<file path="src/verilog/sink_driver_defines.svh">
// named constants for the serial-in latched sink driver
`ifndef SINK_DRIVER_DEFINES_SVH
`define SINK_DRIVER_DEFINES_SVH

// channel count and pattern reset values
`define CHANNEL_COUNT 16
`define PATTERN_RESET 16'h0000
`define SINK_ALL_OFF 16'hffff

// pin synchroniser: depth and bit positions of the four sampled pins
`define SYNC_STAGES 3
`define PIN_COUNT 4
`define PIN_CLK 0
`define PIN_DATA 1
`define PIN_STROBE 2
`define PIN_ENABLE 3
// enable pin resets high so the channels start off
`define PIN_RESET 4'h8

// buffered event word: one bit each for data, strobe level and kind
`define WORD_WIDTH 3
`define WORD_DATA_BIT 0
`define WORD_STROBE_BIT 1
`define WORD_KIND_BIT 2
`define FIFO_DEPTH 32

`endif

</file>
<file path="src/verilog/sink_driver_pkg.sv">
// types shared by the sink driver files
package sink_driver_pkg;
  // one parallel output pattern
  typedef logic [15:0] pattern_type;
  // what a buffered event word asks the shift logic to do
  typedef enum logic {
    WORD_SHIFT,
    WORD_LATCH
  } word_kind_type;
endpackage

</file>
<file path="src/verilog/serial_in_latched_sink_driver.sv">
// shift register, output latches and sink gating of the 16-channel driver
`timescale 1ns/100ps
`include "sink_driver_defines.svh"
module serial_in_latched_sink_driver #(
  parameter int CHANNELS = `CHANNEL_COUNT,
  parameter int FIFO_DEPTH = `FIFO_DEPTH
) (
  input wire logic sys_clk,
  input wire logic reset,
  input wire logic shiftClock,
  input wire logic serialDataIn,
  input wire logic latchStrobe,
  input wire logic outputEnableN,
  input wire logic shiftHold,
  output logic serialDataOut,
  output logic [CHANNELS-1:0] sinkChannelN,
  output logic shiftOverrun
);

  // shift one bit in at the low end; used by the logic and its checks
  function automatic logic [CHANNELS-1:0] shiftIn(input logic [CHANNELS-1:0] pattern,
                                                  input logic bitIn);
    shiftIn = {pattern[CHANNELS-2:0], bitIn};
  endfunction

  // drive level of the sink pins: low only for a set bit while enabled
  function automatic logic [CHANNELS-1:0] sinkDrive(input logic [CHANNELS-1:0] latched,
                                                    input logic enableN);
    sinkDrive = enableN ? {CHANNELS{1'b1}} : ~latched;
  endfunction

  // ---------------------------------------------------------------
  // pin synchroniser: three stages, a change counts once 2 and 3 agree
  // ---------------------------------------------------------------
  logic [`PIN_COUNT-1:0] pinRaw;                  // pins gathered in one vector
  logic [`PIN_COUNT-1:0] syncStage1_r, syncStage1_nxt; // metastability catcher
  logic [`PIN_COUNT-1:0] syncStage2_r, syncStage2_nxt; // second stage
  logic [`PIN_COUNT-1:0] syncStage3_r, syncStage3_nxt; // third stage
  logic [`PIN_COUNT-1:0] pinLevel_r, pinLevel_nxt;     // accepted pin levels

  assign pinRaw[`PIN_CLK] = shiftClock;
  assign pinRaw[`PIN_DATA] = serialDataIn;
  assign pinRaw[`PIN_STROBE] = latchStrobe;
  assign pinRaw[`PIN_ENABLE] = outputEnableN;

  // next values of the synchroniser chain and the accepted level;
  // stage 1 is read only by stage 2
  always_comb begin
    syncStage1_nxt = pinRaw;
    syncStage2_nxt = syncStage1_r;
    syncStage3_nxt = syncStage2_r;
    pinLevel_nxt = pinLevel_r;
    for (int i = 0; i < `PIN_COUNT; i++) begin
      // a one-sample glitch never reaches the accepted level
      if (syncStage2_r[i] == syncStage3_r[i]) begin
        pinLevel_nxt[i] = syncStage3_r[i];
      end
    end
  end

  // register the synchroniser; enable resets inactive so sinks start off
  always_ff @(posedge sys_clk) begin
    if (reset) begin
      syncStage1_r <= `PIN_RESET;
      syncStage2_r <= `PIN_RESET;
      syncStage3_r <= `PIN_RESET;
      pinLevel_r <= `PIN_RESET;
    end else begin
      syncStage1_r <= syncStage1_nxt;
      syncStage2_r <= syncStage2_nxt;
      syncStage3_r <= syncStage3_nxt;
      pinLevel_r <= pinLevel_nxt;
    end
  end

  // ---------------------------------------------------------------
  // edge finding on the accepted levels
  // ---------------------------------------------------------------
  logic clockRise;   // accepted shift clock goes low to high
  logic strobeRise;  // accepted strobe goes low to high

  // only rising edges act; a falling shift clock changes nothing
  assign clockRise = pinLevel_nxt[`PIN_CLK] && !pinLevel_r[`PIN_CLK];
  assign strobeRise = pinLevel_nxt[`PIN_STROBE] && !pinLevel_r[`PIN_STROBE];

  // ---------------------------------------------------------------
  // event words into the fifo
  // ---------------------------------------------------------------
  logic fillValid;                       // an event wants into the fifo
  logic fillReady;                       // fifo can take it
  logic [`WORD_WIDTH-1:0] fillWord;      // event word being offered
  logic drainValid;                      // fifo holds an event
  logic drainReady;                      // shift logic can take it
  logic [`WORD_WIDTH-1:0] drainWord;     // oldest event word
  logic drainFire;                       // event applied this cycle
  logic headData;                        // data bit of the oldest event
  logic headStrobe;                      // strobe level of the oldest event
  sink_driver_pkg::word_kind_type headKind; // shift or latch only

  // data and strobe are taken from the levels before the edge, which
  // honours the host's setup time across the synchroniser
  always_comb begin
    fillWord = '0;
    fillValid = 1'b0;
    if (clockRise) begin
      fillValid = 1'b1;
      fillWord[`WORD_DATA_BIT] = pinLevel_r[`PIN_DATA];
      fillWord[`WORD_STROBE_BIT] = pinLevel_r[`PIN_STROBE];
      fillWord[`WORD_KIND_BIT] = sink_driver_pkg::WORD_SHIFT;
    end else if (strobeRise) begin
      // a strobe pulse with no clock edge still copies the pattern into the latches
      fillValid = 1'b1;
      fillWord[`WORD_STROBE_BIT] = 1'b1;
      fillWord[`WORD_KIND_BIT] = sink_driver_pkg::WORD_LATCH;
    end
  end

  // the draining side stalls while held, so a long hold fills the fifo
  assign drainReady = !shiftHold;
  assign drainFire = drainValid && drainReady;
  assign headData = drainWord[`WORD_DATA_BIT];
  assign headStrobe = drainWord[`WORD_STROBE_BIT];
  assign headKind = sink_driver_pkg::word_kind_type'(drainWord[`WORD_KIND_BIT]);

  event_fifo #(
    .WIDTH(`WORD_WIDTH),
    .DEPTH(FIFO_DEPTH)
  ) eventBuffer (
    .sys_clk(sys_clk),
    .reset(reset),
    .inValid(fillValid),
    .inReady(fillReady),
    .inData(fillWord),
    .outValid(drainValid),
    .outReady(drainReady),
    .outData(drainWord)
  );

  // ---------------------------------------------------------------
  // shift register, latches and serial tail
  // ---------------------------------------------------------------
  logic [CHANNELS-1:0] shift_r, shift_nxt;   // stage 0 holds the newest bit
  logic [CHANNELS-1:0] latch_r, latch_nxt;   // output latches
  logic serialOut_r, serialOut_nxt;          // registered tail stage
  logic overrun_r, overrun_nxt;              // sticky lost-event flag

  // apply the oldest buffered event
  always_comb begin
    shift_nxt = shift_r;
    latch_nxt = latch_r;
    overrun_nxt = overrun_r;
    if (drainFire) begin
      unique case (headKind)
        sink_driver_pkg::WORD_SHIFT: begin
          shift_nxt = shiftIn(shift_r, headData);
          // strobe high: latches take the pattern including the new bit
          if (headStrobe) begin
            latch_nxt = shift_nxt;
          end
        end
        sink_driver_pkg::WORD_LATCH: begin
          latch_nxt = shift_r;
        end
      endcase
    end
    // an event that finds the fifo full is lost; the host ran too fast
    if (fillValid && !fillReady) begin
      overrun_nxt = 1'b1;
    end
    serialOut_nxt = shift_nxt[CHANNELS-1];
  end

  // register the shift state; no reset exists on the pins, so the
  // pattern starts cleared and the channels start off
  always_ff @(posedge sys_clk) begin
    if (reset) begin
      shift_r <= `PATTERN_RESET;
      latch_r <= `PATTERN_RESET;
      serialOut_r <= 1'b0;
      overrun_r <= 1'b0;
    end else begin
      shift_r <= shift_nxt;
      latch_r <= latch_nxt;
      serialOut_r <= serialOut_nxt;
      overrun_r <= overrun_nxt;
    end
  end

  // ---------------------------------------------------------------
  // sink outputs
  // ---------------------------------------------------------------
  logic [CHANNELS-1:0] sink_r, sink_nxt; // per-channel pin levels

  // each channel is its own latch bit gated by the enable level;
  // registering costs a cycle but keeps glitches off the pins
  always_comb begin
    sink_nxt = sinkDrive(latch_r, pinLevel_r[`PIN_ENABLE]);
  end

  // register the sink pins
  always_ff @(posedge sys_clk) begin
    if (reset) begin
      sink_r <= `SINK_ALL_OFF;
    end else begin
      sink_r <= sink_nxt;
    end
  end

  assign sinkChannelN = sink_r;
  assign serialDataOut = serialOut_r;
  assign shiftOverrun = overrun_r;

  // ---------------------------------------------------------------
  // checks
  // ---------------------------------------------------------------

  // a shift word moves the pattern by one and enters the bit at stage 0
  shift_step_a: assert property (@(posedge sys_clk) disable iff (reset)
    drainFire && headKind == sink_driver_pkg::WORD_SHIFT
      |=> shift_r == shiftIn($past(shift_r), $past(headData)))
    else $error("shift register did not advance by one");

  // strobe high on a shift edge: latches equal the shifted pattern
  latch_follow_a: assert property (@(posedge sys_clk) disable iff (reset)
    drainFire && headKind == sink_driver_pkg::WORD_SHIFT && headStrobe
      |=> latch_r == shift_r)
    else $error("latches did not follow with strobe high");

  // with strobe low or no event the latches hold
  latch_hold_a: assert property (@(posedge sys_clk) disable iff (reset)
    !drainFire || (headKind == sink_driver_pkg::WORD_SHIFT && !headStrobe)
      |=> $stable(latch_r))
    else $error("latches changed with strobe low");

  // a strobe pulse alone copies the shift register without shifting
  strobe_copy_a: assert property (@(posedge sys_clk) disable iff (reset)
    drainFire && headKind == sink_driver_pkg::WORD_LATCH
      |=> latch_r == $past(shift_r) && $stable(shift_r))
    else $error("strobe pulse did not transfer the pattern");

  // after a shift the tail holds what stage 14 held, the bit from fifteen shifts back
  serial_tail_a: assert property (@(posedge sys_clk) disable iff (reset)
    drainFire && headKind == sink_driver_pkg::WORD_SHIFT
      |=> serialDataOut == $past(shift_r[CHANNELS-2]))
    else $error("serial output is not the last stage");

  // newest bit reaches channel 0 when latched in the same event
  newest_bit_a: assert property (@(posedge sys_clk) disable iff (reset)
    drainFire && headKind == sink_driver_pkg::WORD_SHIFT && headStrobe
      |=> latch_r[0] == $past(headData))
    else $error("newest bit did not land on channel 0");

  // enabled: each set latch bit pulls its channel low a cycle later
  sink_enabled_a: assert property (@(posedge sys_clk) disable iff (reset)
    !pinLevel_r[`PIN_ENABLE] |=> sinkChannelN == ~$past(latch_r))
    else $error("enabled channels do not match the latches");

  // disabled: every channel off regardless of the latches
  sink_disabled_a: assert property (@(posedge sys_clk) disable iff (reset)
    pinLevel_r[`PIN_ENABLE] |=> sinkChannelN == `SINK_ALL_OFF)
    else $error("channel sinking while disabled");

  // an accepted rising clock edge reaches the fifo unless it is full
  clock_capture_a: assert property (@(posedge sys_clk) disable iff (reset)
    clockRise && fillReady |=> drainValid)
    else $error("rising shift clock was not captured");

  // a falling shift clock on its own queues nothing
  fall_ignored_a: assert property (@(posedge sys_clk) disable iff (reset)
    pinLevel_r[`PIN_CLK] && !pinLevel_nxt[`PIN_CLK] && !strobeRise
      |-> !fillValid)
    else $error("falling shift clock queued an event");

  // a stalled drain freezes the pattern and the latches
  hold_stall_a: assert property (@(posedge sys_clk) disable iff (reset)
    shiftHold
      |=> $stable(shift_r) && $stable(latch_r))
    else $error("pattern moved while the drain was stalled");

  // an event refused by a full buffer raises the overrun flag
  overrun_set_a: assert property (@(posedge sys_clk) disable iff (reset)
    fillValid && !fillReady
      |=> shiftOverrun)
    else $error("dropped event did not raise overrun");

  // only reset clears the overrun flag; software has no clear path
  overrun_sticky_a: assert property (@(posedge sys_clk) disable iff (reset)
    shiftOverrun
      |=> shiftOverrun)
    else $error("overrun flag cleared without reset");

endmodule

</file>
<file path="src/verilog/event_fifo.sv">
// synchronous fifo with valid and ready on both sides
`timescale 1ns/100ps
module event_fifo #(
  parameter int WIDTH = 3,
  parameter int DEPTH = 32
) (
  input wire logic sys_clk,
  input wire logic reset,
  input wire logic inValid,
  output logic inReady,
  input wire logic [WIDTH-1:0] inData,
  output logic outValid,
  input wire logic outReady,
  output logic [WIDTH-1:0] outData
);
  localparam int PW = $clog2(DEPTH);

  logic [WIDTH-1:0] mem [DEPTH];      // storage words
  logic [PW:0] wrPtr_r, wrPtr_nxt;     // write pointer with wrap bit
  logic [PW:0] rdPtr_r, rdPtr_nxt;     // read pointer with wrap bit
  logic [PW:0] count;                  // words held
  logic fillFire;                      // word taken on filling side
  logic drainFire;                     // word handed on draining side

  // honest full and empty from the pointer distance
  assign count = wrPtr_r - rdPtr_r;
  assign inReady = (count != DEPTH[PW:0]);
  assign outValid = (count != '0);
  assign outData = mem[rdPtr_r[PW-1:0]];
  assign fillFire = inValid && inReady;
  assign drainFire = outValid && outReady;

  // next pointer values
  always_comb begin
    wrPtr_nxt = wrPtr_r;
    rdPtr_nxt = rdPtr_r;
    if (fillFire) begin
      wrPtr_nxt = wrPtr_r + 1'b1;
    end
    if (drainFire) begin
      rdPtr_nxt = rdPtr_r + 1'b1;
    end
  end

  // register pointers
  always_ff @(posedge sys_clk) begin
    if (reset) begin
      wrPtr_r <= '0;
      rdPtr_r <= '0;
    end else begin
      wrPtr_r <= wrPtr_nxt;
      rdPtr_r <= rdPtr_nxt;
    end
  end

  // storage needs no reset; nothing reads a slot before it is written
  always_ff @(posedge sys_clk) begin
    if (fillFire) begin
      mem[wrPtr_r[PW-1:0]] <= inData;
    end
  end

  // a full fifo must refuse the next word, so the distance never passes the depth
  fifo_full_a: assert property (@(posedge sys_clk) disable iff (reset)
    count <= DEPTH[PW:0])
    else $error("fifo held more words than its depth");
endmodule

</file>
<file path="config.mk">
export PLATFORM = sky130hd
export DESIGN_NAME = serial_in_latched_sink_driver
export DESIGN_NICKNAME = d
export VERILOG_FILES = /design/src/verilog/sink_driver_pkg.sv /design/src/verilog/serial_in_latched_sink_driver.sv /design/src/verilog/event_fifo.sv
export VERILOG_INCLUDE_DIRS = /design/src /design/src/verilog
export SDC_FILE = /design/constraint.sdc
export NUM_CORES = 1
export LEC_CHECK = 0
export ABC_AREA = 1
export BUFFER_PORTS_ARGS = -buffer_cell sky130_fd_sc_hd__buf_2
export CAP_MARGIN = 0
export CORE_UTILIZATION = 55
export CTS_CLUSTER_DIAMETER = 80
export DETAILED_ROUTE_END_ITERATION = 12
export PLACE_DENSITY = 0.78
export SKIP_LAST_GASP = 1
export SYNTH_ARGS = -nofsm -noshare
export SYNTH_HDL_FRONTEND = slang
export SYNTH_SLANG_ARGS = --single-unit
</file>
<file path="constraint.sdc">
create_clock -name sys_clk -period 2.2 [get_ports sys_clk]
set_clock_uncertainty 0.1 [all_clocks]
set_input_delay 0.44 -clock sys_clk [delete_from_list [all_inputs] [get_ports sys_clk]]
set_output_delay 0.44 -clock sys_clk [all_outputs]
set_load 0.02 [all_outputs]
</file>
==> results.txt <==
In the global route stage, overall resource usage came out at 0.2386. Once layout is complete, the utilization of the core stands at 0.6882. Setup repair after global routing could not meet its margin everywhere. In this run the critical register-to-register path is launched from eventBuffer.rdPtr_r[1].

The endpoint of the worst register-to-register path is eventBuffer.mem[19][1]. The critical path is of the register to register type. In this run the power density over the cells is 819.4 nW/um^2. Among all cell types in the netlist, the one instantiated most often is nand2_1. Summing every instance area after synthesis gives 7556 sq um. The part of the power in registers is 0.478.

The worst hold path begins at outputEnableN. Of the total power, the clock network draws 0.385. The first global-routing pass estimated 25830 um of wire. The fill cell total of the finished layout is 957. The placer's final routability congestion estimate is 0.8268. The largest fanout of any net on the critical path is 8.

The CTS root buffer is clkbuf_16. The final critical-path setup slack is 0.002324 ns. The kind of start point of the critical path is a register. The top cell type's share of synthesized area is 0.3815. The share of cells above drive strength 1 is 0.2017. The count of unique library cells instantiated by Yosys is 27. The worst-case IR drop observed on VDD is 0.5578 mV. The detail route stage leaves a number of antenna-violating nets equal to 0. The latest clock arrival within the worst-skew pair is 0.44 ns. The aggregate global routing overflow came out at 0. The placement row count came out at 42.

After technology mapping, the gate count stands at 851. The worst hold path terminates at syncStage1_r[3]. The largest area contributor in the netlist is edfxtp_1. The instance area at placement is 8109 sq um. The warning count from the yosys run is 0. OpenSTA, run right after detailed placement, puts the worst setup slack at -0.1672 ns. Across all layers, the routed design uses 5864 vias. The die is 119.2 um tall. The initial antenna violation count is 0. The internal power of the cells is 5.403 mW. The final worst-path cycle share came out at 0.9989. The TritonCTS clock tree is built.

The area of the die is 14210 sq um. The most used flip-flop cell after synthesis is edfxtp_1. The part of the Yosys area used for sequential elements came out at 0.5988.

The initial detailed-routing violation count came out at 468. After clock tree synthesis, the clock-pin slew on the worst setup and hold paths is 0.07 ns. The count of max-cap constraint violations came out at 0. The maximum number of pins on one net before global-route repair came out at 42. Counting instances, the worst hold path has a depth of 2. The class of the most critical hold timing path is input pin to register. The via count of the first global-routing pass was 5392. The static leakage came out at 3.592 nW. The number of clock buffers added by TritonCTS is 17. The aggregate routed wire length came out at 16700 um.

Synthesis inferred 178 register bits. The worst-case reg-to-reg path depth is 14. The transition time at the pin with the least slew margin is 0.6119 ns. The number of antenna repair diodes came out at 0. The run finished with clean final reports. The data required time of the worst path is 2.29 ns. Ranked by instance count, the synthesized netlist is headed by 265 x nand2_1, 122 x nand3_1, 99 x nor2_1, 96 x edfxtp_1, 82 x dfxtp_1. The number of max-slew violations in the final report came out at 0.

The total core area is 13300 sq um. By area the synthesized netlist is led by edfxtp_1 38%, dfxtp_1 22%, nand2_1 13%, nand3_1 8.1%, nor2_1 4.9%. The post-route cell area is 9150 sq um. The number of port buffers came out at 24. In the synthesized netlist the async set-or-reset flop fraction comes to 0. The TritonCTS sink count is 178. The relative area change from synthesis to final layout came out at 21.10%. For flop-to-flop paths, the worst setup slack is 0.002 ns. The hold violation count in the final report is 0. Of the total power, the share spent switching nets is 0.2794. The combinational group share of total power came out at 0.137.

The H-tree generated during clock tree synthesis spans 4 levels. The maximum root-to-sink buffer count came out at 2. The number of remaining DRC errors came out at 0. After detailed routing, the number of vias per cell comes to 5.365. The post-detailed-route wirelength per cell is 15.28 um. The data arrival time of the critical path is 2.28 ns. STA classifies the critical path endpoint as a register. The number of search-and-repair iterations in the first detailed-routing pass came out at 6. The worst path in the final design needs a cycle of 2.198 ns, including I/O delays and setup. The mean area per synthesized cell came out at 8.879 sq um. The maximum clock frequency came out at 455.0 MHz. The effective utilization at floorplan is 0.5683. The final layout contains 921 nets. The worst slew margin relative to its limit is 0.5916. The post-DP HPWL came out at 9694 um.

Yosys mapped a number of flops with a built-in enable equal to 96. Hold timing on the final database bottoms out at a slack of 0.07860 ns. The number of endpoints failing setup at the final stage came out at 0.

25 I/O pins were placed. The number of nets produced by synthesis is 868. In this run the power spent charging and discharging nets is 2.095 mW.

The width of the die came out at 119.2 um.
repair_timing:
action | 4_1_cts | 5_1_grt
gates cloned | 0 | 2
setup buffers | 3 | 3
pin swaps | 4 | 16
hold buffers | 0 | 0
gates resized for setup | 43 | 43
endpoints found under the setup margin | 100 | 143
critical path, stage by stage (launching register included):
cell	delay (ns)
dfxtp_2	0.34
inv_2	0.05
ha_4	0.27
nand2_4	0.06
buf_6	0.11
nand3_2	0.06
nand2_2	0.07
nor2_4	0.11
inv_1	0.05
nor2_1	0.11
nand3_2	0.11
nand2_4	0.13
clkinv_8	0.11
nand2_8	0.18
nor2_4	0.07
power groups by stage:
stage | sequential (mW) | clock [mW] | combinational, mW
after floorplan | 3.65 | 0 | 0.677
after global routing | 3.59 | 3.05 | 1.12
after detailed placement | 3.65 | 0 | 0.847
final | 3.58 | 2.89 | 1.02
after global placement | 3.65 | 0 | 0.836
after CTS | 3.58 | 2.90 | 0.897
kinds of logic after synthesis:
| group | count (synthesis) | share of synthesized area |
|---|---|---|
| AND/OR/NAND/NOR | 500 | 0.2774 |
| flip-flops | 178 | 0.5988 |
| buffers and inverters | 111 | 0.06706 |
| AO/OA/AOI/OAI | 43 | 0.02964 |
| adder cells (fa/ha/maj) | 11 | 0.01788 |
| XOR/XNOR | 8 | 0.009273 |
worst max-delay path by stage:
stage | start | to | slack, ns | cells past startpoint
final | eventBuffer.rdPtr_r[1] | eventBuffer.mem[19][1] | 0.002 | 14
after global routing | eventBuffer.wrPtr_r[1] | eventBuffer.rdPtr_r[1] | -0.09 | 13
after floorplan | eventBuffer.rdPtr_r[1] | eventBuffer.mem[15][0] | 0.004 | 13
after CTS | register | shift_r[9] | 0.01 | 10
after global placement | eventBuffer.rdPtr_r[1] | eventBuffer.mem[23][0] | -0.07 | 13
after detailed placement | eventBuffer.rdPtr_r[1] | eventBuffer.mem[23][1] | -0.17 | 13
layout by cell type (no fill, tap or decap), drive strengths merged, types with 10 or more instances in the layout:
cell type,instances
a21oi,33
buf,69
clkbuf,18
dfxtp,82
edfxtp,96
ha,10
inv,81
nand2,270
nand3,124
nor2,100
layout make-up:
cell class / instances / area [sq um] / share of cell area
Sequential cell: 178 / 4531 / 0.4951
Multi-Input combinational cell: 563 / 3002 / 0.3280
Timing Repair Buffer: 70 / 531.8 / 0.05812
Clock buffer: 17 / 425.4 / 0.04649
Inverter: 74 / 292.8 / 0.03200
Tap cell: 176 / 220.2 / 0.02407
Clock inverter: 15 / 147.6 / 0.01614
stage by stage:
stage,power [mW],setup TNS (ns),cells
after global routing,7.761,-7.106,1093
after detailed placement,4.502,-12.03,1054
after global placement,4.489,-4.458,1054
after floorplan,4.326,0,851
after CTS,7.382,0,1088
final,7.498,0,1093
state kept, by name, indices dropped and copies added (netlist names), named ones only:
signal	cells
eventBuffer.wrPtr_r	6
sinkChannelN	16
eventBuffer.mem	96
eventBuffer.rdPtr_r	6
syncStage1_r	4
shift_r	16
pinLevel_r	4
syncStage3_r	4
shiftOverrun	1
syncStage2_r	4
latch_r	16
layer usage:
metal  vias up  part of all wire  wire, um  track usage
met2       216              0.49      8165       0.3950
li1       2864                 -         -            -
met4         0             0.021       346      0.09256
met1      2753              0.42      6999       0.3021
met3        31             0.071      1188      0.05699
met5         -                 0         0            0
No activity file was read; power rests on OpenSTA's default activity.
